## src/rtl/hpt_regs.vh

```
// Purpose: Constants for the haptic playback trigger and timing block
// Assumes: 10 MHz system clock
// Notes:   Offsets are byte addresses on the device register port
`ifndef HPT_REGS_VH
`define HPT_REGS_VH

// Register offsets
`define HPT_ADDR_SLOT_FIRST   8'h04
`define HPT_ADDR_SLOT_LAST    8'h0b
`define HPT_ADDR_FIRE         8'h0c
`define HPT_ADDR_OD_ADJ       8'h0d
`define HPT_ADDR_PS_ADJ       8'h0e

// Field positions and reset values
`define HPT_FIRE_BIT          0
`define HPT_SLOT_WAIT_BIT     7
`define HPT_FIRE_RST          8'h00
`define HPT_OD_ADJ_RST        8'h00
`define HPT_PS_ADJ_RST        8'h00
`define HPT_SLOT_RST          8'h00
`define HPT_SLOT_COUNT        8

// Mode field encodings
`define HPT_MODE_INT_TRIG     3'h0
`define HPT_MODE_EXT_EDGE     3'h1
`define HPT_MODE_EXT_LEVEL    3'h2
`define HPT_MODE_DIAG         3'h6
`define HPT_MODE_CAL          3'h7

// Timing
`define HPT_CLK_PERIOD_NS     100
`define HPT_MS_NS             1000000
`define HPT_WAIT_UNIT_MS      4'ha
`define HPT_BASE_SHORT_MS     4'h1
`define HPT_BASE_LONG_MS      4'h5

`endif

```

## src/rtl/hpt_engine.v

```verilog
// Purpose: Fire control, sequencer walk and segment time adjust of the playback engine
// Assumes: Register port and waveform library are synchronous to i_clk
// Notes:   Calibration and diagnostic routines live outside; this block starts them
//
// Behaviour
// - Fire bit launches process chosen by mode
// - Sequence mode fire plays up to the eight slots, from slot zero
// - Fire bit reads one until sequence ends
// - Host clearing fire bit aborts playback outside the external modes
// - External modes let trigger pin drive fire
// - Calibration or diagnostic mode starts that routine
// - Overdrive length adjusted by field times base
// - Overdrive segment is the peak-amplitude portion
// - Overdrive adjust applies in open loop only
// - Overdrive adjust is two's complement
// - Positive sustain adjusted by field times base
// - Other positive samples count as positive sustain
// - Positive sustain adjust is two's complement
// - Slots play in order, stop at zero
// - Wait slot idles value times ten ms
`timescale 1ns/1ps
`default_nettype none
`include "hpt_regs.vh"

module hpt_engine #(
  parameter MS_CYCLES = `HPT_MS_NS / `HPT_CLK_PERIOD_NS
) (
  // Clock and reset
  input  wire        i_clk,
  input  wire        i_rst,
  // Register port
  input  wire [7:0]  i_reg_addr,
  input  wire [7:0]  i_reg_wdata,
  input  wire        i_reg_wr,
  input  wire        i_reg_rd,
  output wire [7:0]  o_reg_rdata,
  // Configuration levels
  input  wire [2:0]  i_mode,
  input  wire        i_closed_loop,
  input  wire        i_time_base_long,
  // External trigger pin
  input  wire        i_trig,
  // Waveform library
  output reg         o_wave_req,
  output reg  [6:0]  o_wave_id,
  input  wire [7:0]  i_wave_peak,
  input  wire        i_seg_valid,
  input  wire [7:0]  i_seg_amp,
  input  wire [7:0]  i_seg_dur,
  input  wire        i_seg_last,
  output wire        o_seg_ready,
  // Drive output
  output reg  [7:0]  o_drive_amp,
  output reg         o_drive_active,
  // Calibration and diagnostic routines
  output reg         o_cal_start,
  output reg         o_diag_start,
  input  wire        i_proc_done,
  // Status
  output wire        o_busy
);

  // ****************************************
  // State and storage
  // ****************************************
  localparam S_IDLE = 3'h0;
  localparam S_RD   = 3'h1;
  localparam S_DEC  = 3'h2;
  localparam S_SEG  = 3'h3;
  localparam S_PLAY = 3'h4;
  localparam S_PROC = 3'h5;
  localparam MSW    = $clog2(MS_CYCLES + 1);

  reg  [2:0]     state_reg;
  reg  [2:0]     state_next;
  reg            fire_reg;
  reg            fire_next;
  reg  [7:0]     od_adj_reg;
  reg  [7:0]     ps_adj_reg;
  reg            trig_prev_reg;
  reg  [2:0]     slot_idx_reg;
  reg  [2:0]     slot_idx_next;
  reg            seg_last_reg;
  reg            seg_last_next;
  reg  [9:0]     units_reg;
  reg  [9:0]     units_next;
  reg  [3:0]     base_ms_reg;
  reg  [3:0]     base_ms_next;
  reg  [3:0]     ms_left_reg;
  reg  [3:0]     ms_left_next;
  reg  [MSW-1:0] cyc_reg;
  reg  [MSW-1:0] cyc_next;
  reg            done;
  reg            wave_req_next;
  reg  [6:0]     wave_id_next;
  reg  [7:0]     drive_amp_next;
  reg            drive_active_next;
  reg            cal_start_next;
  reg            diag_start_next;
  reg  [7:0]     rdata_reg;
  reg            rd_slot_reg;
  reg  [2:0]     slot_rd_addr_reg;
  wire [7:0]     slot_data;
  wire [7:0]     slot_rdata;

  wire ext_mode   = (i_mode == `HPT_MODE_EXT_EDGE) || (i_mode == `HPT_MODE_EXT_LEVEL);
  wire seq_mode   = (i_mode == `HPT_MODE_INT_TRIG) || ext_mode;
  wire slot_hit   = (i_reg_addr >= `HPT_ADDR_SLOT_FIRST) && (i_reg_addr <= `HPT_ADDR_SLOT_LAST);
  wire [7:0] slot_off = i_reg_addr - `HPT_ADDR_SLOT_FIRST;
  wire fire_wr    = i_reg_wr && (i_reg_addr == `HPT_ADDR_FIRE);
  wire trig_rise  = i_trig && !trig_prev_reg;
  wire trig_fall  = !i_trig && trig_prev_reg;
  // Slot read address held between reads so read data stands until the next read or a write to that slot
  wire [2:0] slot_raddr_b = i_reg_rd ? slot_off[2:0] : slot_rd_addr_reg;

  // ****************************************
  // Sequencer slots
  // ****************************************
  hpt_slot_mem #(
    .WIDTH (8),
    .DEPTH (`HPT_SLOT_COUNT),
    .AW    (3)
  ) u_slots (
    .i_clk     (i_clk),
    .i_rst     (i_rst),
    .i_wr      (i_reg_wr && slot_hit),
    .i_waddr   (slot_off[2:0]),
    .i_wdata   (i_reg_wdata),
    .i_raddr_a (slot_idx_reg),
    .o_rdata_a (slot_data),
    .i_raddr_b (slot_raddr_b),
    .o_rdata_b (slot_rdata)
  );

  // ****************************************
  // Segment classification and adjust
  // ****************************************
  wire       is_od     = (i_seg_amp == i_wave_peak) && !i_seg_amp[7] && (i_seg_amp != 8'h00);
  wire       is_ps     = !i_seg_amp[7] && (i_seg_amp != 8'h00) && !is_od;
  wire [9:0] od_off    = {{2{od_adj_reg[7]}}, od_adj_reg};
  wire [9:0] ps_off    = {{2{ps_adj_reg[7]}}, ps_adj_reg};
  wire [9:0] seg_off   = (is_od && !i_closed_loop) ? od_off :
                         is_ps ? ps_off : 10'h000;
  wire [9:0] adj_sum   = {2'b00, i_seg_dur} + seg_off;
  wire [9:0] adj_units = adj_sum[9] ? 10'h000 : adj_sum;
  wire [3:0] tb_ms     = i_time_base_long ? `HPT_BASE_LONG_MS : `HPT_BASE_SHORT_MS;

  assign o_seg_ready = (state_reg == S_SEG);
  assign o_busy      = (state_reg != S_IDLE);

  // ****************************************
  // Fire bit
  // ****************************************
  always @* begin
    fire_next = fire_reg;
    if (done) begin
      fire_next = 1'b0;
    end
    if (fire_wr && !ext_mode) begin
      fire_next = i_reg_wdata[`HPT_FIRE_BIT];
    end
    // Pin writes last so a trigger edge beats a completion clear
    if (i_mode == `HPT_MODE_EXT_EDGE && trig_rise) begin
      fire_next = 1'b1;
    end
    if (i_mode == `HPT_MODE_EXT_LEVEL) begin
      if (trig_rise) begin
        fire_next = 1'b1;
      end else if (trig_fall) begin
        fire_next = 1'b0;
      end
    end
  end

  // ****************************************
  // Engine sequence
  // ****************************************
  always @* begin
    state_next        = state_reg;
    slot_idx_next     = slot_idx_reg;
    seg_last_next     = seg_last_reg;
    units_next        = units_reg;
    base_ms_next      = base_ms_reg;
    ms_left_next      = ms_left_reg;
    cyc_next          = cyc_reg;
    done              = 1'b0;
    wave_req_next     = 1'b0;
    wave_id_next      = o_wave_id;
    drive_amp_next    = o_drive_amp;
    drive_active_next = o_drive_active;
    cal_start_next    = 1'b0;
    diag_start_next   = 1'b0;
    case (state_reg)
      S_IDLE: begin
        drive_active_next = 1'b0;
        drive_amp_next    = 8'h00;
        if (fire_reg) begin
          if (seq_mode) begin
            slot_idx_next = 3'h0;
            state_next    = S_RD;
          end else if (i_mode == `HPT_MODE_CAL) begin
            cal_start_next = 1'b1;
            state_next     = S_PROC;
          end else if (i_mode == `HPT_MODE_DIAG) begin
            diag_start_next = 1'b1;
            state_next      = S_PROC;
          end else begin
            // No process behind this mode: drop the bit at once
            done = 1'b1;
          end
        end
      end
      S_RD: begin
        state_next = S_DEC;
      end
      S_DEC: begin
        if (slot_data == 8'h00) begin
          done       = 1'b1;
          state_next = S_IDLE;
        end else if (slot_data[`HPT_SLOT_WAIT_BIT]) begin
          units_next        = {3'b000, slot_data[6:0]};
          base_ms_next      = `HPT_WAIT_UNIT_MS;
          ms_left_next      = `HPT_WAIT_UNIT_MS;
          cyc_next          = {MSW{1'b0}};
          seg_last_next     = 1'b1;
          drive_amp_next    = 8'h00;
          drive_active_next = 1'b0;
          state_next        = S_PLAY;
        end else begin
          wave_req_next = 1'b1;
          wave_id_next  = slot_data[6:0];
          state_next    = S_SEG;
        end
      end
      S_SEG: begin
        if (i_seg_valid) begin
          units_next        = adj_units;
          base_ms_next      = tb_ms;
          ms_left_next      = tb_ms;
          cyc_next          = {MSW{1'b0}};
          seg_last_next     = i_seg_last;
          drive_amp_next    = i_seg_amp;
          drive_active_next = 1'b1;
          state_next        = S_PLAY;
        end
      end
      S_PLAY: begin
        if (units_reg == 10'h000) begin
          if (!seg_last_reg) begin
            state_next = S_SEG;
          end else if (slot_idx_reg == 3'h7) begin
            done       = 1'b1;
            state_next = S_IDLE;
          end else begin
            slot_idx_next = slot_idx_reg + 3'h1;
            state_next    = S_RD;
          end
          drive_active_next = 1'b0;
          drive_amp_next    = 8'h00;
        end else if (cyc_reg == MS_CYCLES[MSW-1:0] - {{(MSW-1){1'b0}}, 1'b1}) begin
          cyc_next = {MSW{1'b0}};
          if (ms_left_reg == 4'h1) begin
            ms_left_next = base_ms_reg;
            units_next   = units_reg - 10'h001;
          end else begin
            ms_left_next = ms_left_reg - 4'h1;
          end
        end else begin
          cyc_next = cyc_reg + {{(MSW-1){1'b0}}, 1'b1};
        end
      end
      S_PROC: begin
        if (i_proc_done) begin
          done       = 1'b1;
          state_next = S_IDLE;
        end
      end
      default: begin
        state_next = S_IDLE;
      end
    endcase
    // Fire bit cleared by the host or pin: cancel whatever runs
    if (state_reg != S_IDLE && !fire_reg) begin
      state_next        = S_IDLE;
      done              = 1'b0;
      wave_req_next     = 1'b0;
      drive_active_next = 1'b0;
      drive_amp_next    = 8'h00;
    end
  end

  // ****************************************
  // Registers and read port
  // ****************************************
  always @(posedge i_clk) begin
    if (i_rst) begin
      state_reg      <= S_IDLE;
      fire_reg       <= 1'b0;
      od_adj_reg     <= `HPT_OD_ADJ_RST;
      ps_adj_reg     <= `HPT_PS_ADJ_RST;
      trig_prev_reg  <= 1'b0;
      slot_idx_reg   <= 3'h0;
      seg_last_reg   <= 1'b0;
      units_reg      <= 10'h000;
      base_ms_reg    <= `HPT_BASE_SHORT_MS;
      ms_left_reg    <= `HPT_BASE_SHORT_MS;
      cyc_reg        <= {MSW{1'b0}};
      o_wave_req     <= 1'b0;
      o_wave_id      <= 7'h00;
      o_drive_amp    <= 8'h00;
      o_drive_active <= 1'b0;
      o_cal_start    <= 1'b0;
      o_diag_start   <= 1'b0;
      rdata_reg      <= 8'h00;
      rd_slot_reg    <= 1'b0;
      slot_rd_addr_reg <= 3'h0;
    end else begin
      state_reg      <= state_next;
      fire_reg       <= fire_next;
      trig_prev_reg  <= i_trig;
      slot_idx_reg   <= slot_idx_next;
      seg_last_reg   <= seg_last_next;
      units_reg      <= units_next;
      base_ms_reg    <= base_ms_next;
      ms_left_reg    <= ms_left_next;
      cyc_reg        <= cyc_next;
      o_wave_req     <= wave_req_next;
      o_wave_id      <= wave_id_next;
      o_drive_amp    <= drive_amp_next;
      o_drive_active <= drive_active_next;
      o_cal_start    <= cal_start_next;
      o_diag_start   <= diag_start_next;
      if (i_reg_wr && i_reg_addr == `HPT_ADDR_OD_ADJ) begin
        od_adj_reg <= i_reg_wdata;
      end
      if (i_reg_wr && i_reg_addr == `HPT_ADDR_PS_ADJ) begin
        ps_adj_reg <= i_reg_wdata;
      end
      if (i_reg_rd) begin
        rd_slot_reg <= slot_hit;
        slot_rd_addr_reg <= slot_off[2:0];
        case (i_reg_addr)
          `HPT_ADDR_FIRE:   rdata_reg <= {7'h00, fire_reg};
          `HPT_ADDR_OD_ADJ: rdata_reg <= od_adj_reg;
          `HPT_ADDR_PS_ADJ: rdata_reg <= ps_adj_reg;
          default:          rdata_reg <= 8'h00;
        endcase
      end
    end
  end

  // Slot reads come from the memory's own output flop
  assign o_reg_rdata = rd_slot_reg ? slot_rdata : rdata_reg;

endmodule

`default_nettype wire

```

## src/rtl/hpt_slot_mem.v

```verilog
// Purpose: Sequencer slot storage with two registered read ports
// Assumes: Single clock, synchronous active-high reset
// Notes:   Slots clear to zero at reset so an idle sequence is empty
`timescale 1ns/1ps
`default_nettype none

module hpt_slot_mem #(
  parameter WIDTH = 8,
  parameter DEPTH = 8,
  parameter AW    = 3
) (
  // Clock and reset
  input  wire             i_clk,
  input  wire             i_rst,
  // Write port
  input  wire             i_wr,
  input  wire [AW-1:0]    i_waddr,
  input  wire [WIDTH-1:0] i_wdata,
  // Read ports
  input  wire [AW-1:0]    i_raddr_a,
  output reg  [WIDTH-1:0] o_rdata_a,
  input  wire [AW-1:0]    i_raddr_b,
  output reg  [WIDTH-1:0] o_rdata_b
);

  reg [WIDTH-1:0] mem_reg [0:DEPTH-1];
  integer         k;

  always @(posedge i_clk) begin
    if (i_rst) begin
      for (k = 0; k < DEPTH; k = k + 1) begin
        mem_reg[k] <= {WIDTH{1'b0}};
      end
      o_rdata_a <= {WIDTH{1'b0}};
      o_rdata_b <= {WIDTH{1'b0}};
    end else begin
      if (i_wr) begin
        mem_reg[i_waddr] <= i_wdata;
      end
      o_rdata_a <= mem_reg[i_raddr_a];
      o_rdata_b <= mem_reg[i_raddr_b];
    end
  end

endmodule

`default_nettype wire

```

## config.mk

```make
export PLATFORM = sky130hd
export DESIGN_NAME = hpt_engine
export DESIGN_NICKNAME = d
export VERILOG_FILES = /design/src/rtl/hpt_engine.v /design/src/rtl/hpt_slot_mem.v
export VERILOG_INCLUDE_DIRS = /design/src /design/src/rtl
export SDC_FILE = /design/constraint.sdc
export NUM_CORES = 1
export LEC_CHECK = 0
export BUFFER_PORTS_ARGS = -buffer_cell sky130_fd_sc_hd__buf_2
export CORE_AREA = 5 5 133 230
export CTS_BUF_LIST = sky130_fd_sc_hd__clkbuf_4 sky130_fd_sc_hd__clkbuf_8
export DETAILED_ROUTE_END_ITERATION = 16
export DIE_AREA = 0 0 138 235
export GPL_TIMING_DRIVEN = 0
export RECOVER_POWER = 25
export SETUP_SLACK_MARGIN = 0.05
export SYNTH_ARGS = -nofsm -noshare
export SYNTH_HDL_FRONTEND = slang
export SYNTH_SLANG_ARGS = --single-unit
```

## constraint.sdc

```tcl
create_clock -name i_clk -period 8.9 [get_ports i_clk]
set_input_delay 1.78 -clock i_clk [delete_from_list [all_inputs] [get_ports i_clk]]
set_output_delay 1.78 -clock i_clk [all_outputs]
set_load 0.03 [all_outputs]
```

==> results.py <==
metrics = {
    "yosys": {
        "synth-xor-area-share": 0.0293,
        "synth_compound_area_frac": 0.107,
        "synthSimpleGateAreaFrac": 0.199,
        "ys_seq_area_frac": 0.459,
        "synth_edf_count": 64,
        "synth_nets": 882,
        "ys_ff_latch": 167,
        "ys_top_cells_by_area": "dfxtp_1 24%, edfxtp_1 22%, mux4_2 8.3%, mux2i_1 5.2%, and2_1 4.9%",
        "synth_top_area_share": 0.238,
        "syn_area_um2": 8680,
        "async_reset_ff_frac": 0,
        "synth_top_family_by_area": "simple AND/OR/NAND/NOR gates",
        "synthAdderAreaFrac": 0.0254,
        "synth_ff_type": "dfxtp_1",
        "yosysTopAreaCell": "dfxtp_1",
        "syn_avg_cell_area_um2": 10.7,
        "ys_warn_count": 0,
        "synthMuxAreaShare": 0.150,
        "syn_inst": 812,
        "synth_cell_type_count": 69,
    },
    "setup_path": {
        "startpoint_type": "primary input",
        "cpMostUsedCell": "a211o_1",
        "crit_type": "in2reg",
        "critPathSlowestCell": "nor4_1",
        "cp_cell_sequence": "buf_2 -> xnor2_1 -> nand4_1 -> nor4_1 -> a22o_1 -> ha_1 -> a211o_1 -> a211o_1 -> a211o_1 -> nor3_2 -> o21ai_0 -> a221oi_1",
        "cp.arrival_ps": 5710,
        "endpoint_kind": "flip-flop",
        "crit_buf_inv": 1,
        "cpPeakStageDelay_ps": 1030,
        "cp_top_family": "compound AO/OA/AOI/OAI gates",
        "worstPathRequired_ps": 9270,
        "cp_max_fo": 7,
    },
    "clock_network": {
        "cts-root-buf": "clkbuf_8",
        "h-tree-depth": 4,
        "cts_tree": "yes",
        "numCtsBuffers": 17,
        "numClockSinks": 167,
        "path_clk_slew_ps": 90,
        "ctsLongestPathBuffers": 2,
        "post_cts_resized": 0,
        "holdBufCountCts": 0,
        "clk_latency_ps": 460,
        "cts_setup_buffers": 0,
    },
    "grt": {
        "grt_overflow": 0,
        "antenna_found_initial": 0,
        "grt_start_max_net_pins": 17,
        "grt_pass1_vias": 6865,
        "grt_pass1_wl_um": 39000,
        "track_usage": 0.154,
    },
    "die": {
        "fp.dieW_um": 138,
        "initial_core_util": 0.304,
        "die_y_um": 235,
        "fp.coreArea_um2": 28500,
        "die-area_um2": 32400,
        "rows": 82,
        "io_pins": 82,
    },
    "detailed_routing": {
        "via_per_inst": 5.12,
        "wl_per_cell_um": 19.5,
        "dr.pass1.iters": 4,
        "final_antenna_net_count": 0,
        "vias": 6661,
        "drt-total-wl_um": 25400,
        "drt-initial-drc-count": 463,
        "drc": 0,
    },
    "finish": {
        "syn_to_final_growth_pct": 14.0,
        "drive_above_1_share": 0.169,
        "final_common_cell": "dfxtp_1",
        "largest_reg_flops": 64,
        "fin_nets": 979,
        "final_cell_mix": "103 x dfxtp_1, 94 x nor2_1, 66 x and2_1",
        "fillers": 2976,
    },
    "timing": {
        "hold_viol_final": 0,
        "finalSetupViolCount": 0,
        "finalCritPeriodShare": 0.600,
        "min_period_ps": 5340,
        "fin_tns_setup_ps": 0,
        "worst_pin_slew_ps": 1180,
        "fmax_ghz": 0.187,
        "rsz0062_at_grt": "false",
        "drv_slew": 0,
        "slew_headroom": 0.203,
        "fin_skew_ps": 14.6,
    },
    "power": {
        "p_leak_nw": 3.57,
        "p_per_area_nw_per_um2": 179,
        "totalPowerFinal_w": 0.00177,
        "ir_worst_vdd_mv": 0.0787,
    },
    "placed_design": {
        "gp_congestion": 0.881,
        "dpl.hpwl_um": 20100,
        "numPortBuffers": 78,
    },
    "hold_path": {
        "hp-class": "reg2reg",
    },
    "outcome": {
        "status": "complete, no violations",
    },
    "flow_run": {
        "maxCapViolCount": 0,
    },
}
layout make-up:
class,count,area [um2],area share
flip-flops and latches,167,3980,0.403
clock buffers,17,234,0.0236
multi-input cells,583,4390,0.443
plain buffers,42,181,0.0183
inverters,20,75.1,0.00759
repair buffers,78,365,0.0369
well taps,378,473,0.0478
diodes,1,2.50,0.000253
clock inverters,15,191,0.0193
worst reg2reg max path, cell delays in order, from the launching register on:
cell and delay (ps):
dfxtp_1 330, inv_1 110, ha_1 260, nor4b_1 740, and3_1 390, a2111oi_0 250
nand4b_1 390, or3_1 390, a21oi_1 150
final timing paths:
check,startpoint,to,cells after the start,slack [ps]
max reg2reg,units_reg[0]$_SDFFE_PP0P_,slot_idx_reg[0]$_SDFFE_PP0P_,8,5820
max,i_seg_amp[3],units_reg[0]$_SDFFE_PP0P_,12,3560
min reg2reg,base_ms_reg[2]$_SDFFE_PP0P_,base_ms_reg[2]$_SDFFE_PP0P_,2,470
min,base_ms_reg[2]$_SDFFE_PP0P_,base_ms_reg[2]$_SDFFE_PP0P_,2,470
synthesized netlist by cell type (6+ instances only):
library cell    n
nor3_1         17
xor2_1          8
a221oi_1        8
o21ai_0        22
xnor2_1        21
nand2b_1       21
a22o_1         14
nand2_1        26
ha_1           16
buf_2           9
a21oi_1        33
inv_1          19
a21o_1          6
and3_1         10
nor4_1          9
nand3_1        20
a211oi_1        8
mux2_2         10
dfxtp_1       103
nor2_1         94
mux2i_1        45
or2_2           9
mux4_2         32
clkbuf_1       28
edfxtp_1       64
and2_1         68
a22oi_1        11
or3_1           8
per-layer routing:
metal	track usage	up-vias	share of wire
met5	0	-	0
met4	0.0815	0	0.047
met3	0.0271	50	0.038
met2	0.304	193	0.56
met1	0.149	3253	0.35
li1	-	3165	-
kinds of logic after synthesis:
family | count (synthesis)
xor+xnor | 29
buf+inv | 62
compound gates | 131
mux | 88
flops | 167
fa+ha+maj | 17
simple gates | 318
metrics by stage:
step	hold slack (ps)	cells	instance area [um2]	setup slack, ps	util
after floorplan	436	812	8680	4120	-
after global placement	448	1268	9540	3220	0.334
after detailed placement	455	1268	9540	3110	0.334
after CTS	469	1300	9960	3600	0.349
after global routing	500	1300	9890	3220	0.347
final	467	1301	9890	3560	0.347
power by group:
| group | internal (W) | switching [W] | total, W | leakage, nW |
|---|---|---|---|---|
| clock | 0.000285 | 0.000304 | 0.000588 | 0.212 |
| sequential | 0.000825 | 0.0000255 | 0.000851 | 1.44 |
| combinational | 0.000122 | 0.000210 | 0.000332 | 1.92 |
Power figures use the tool's default switching activity.
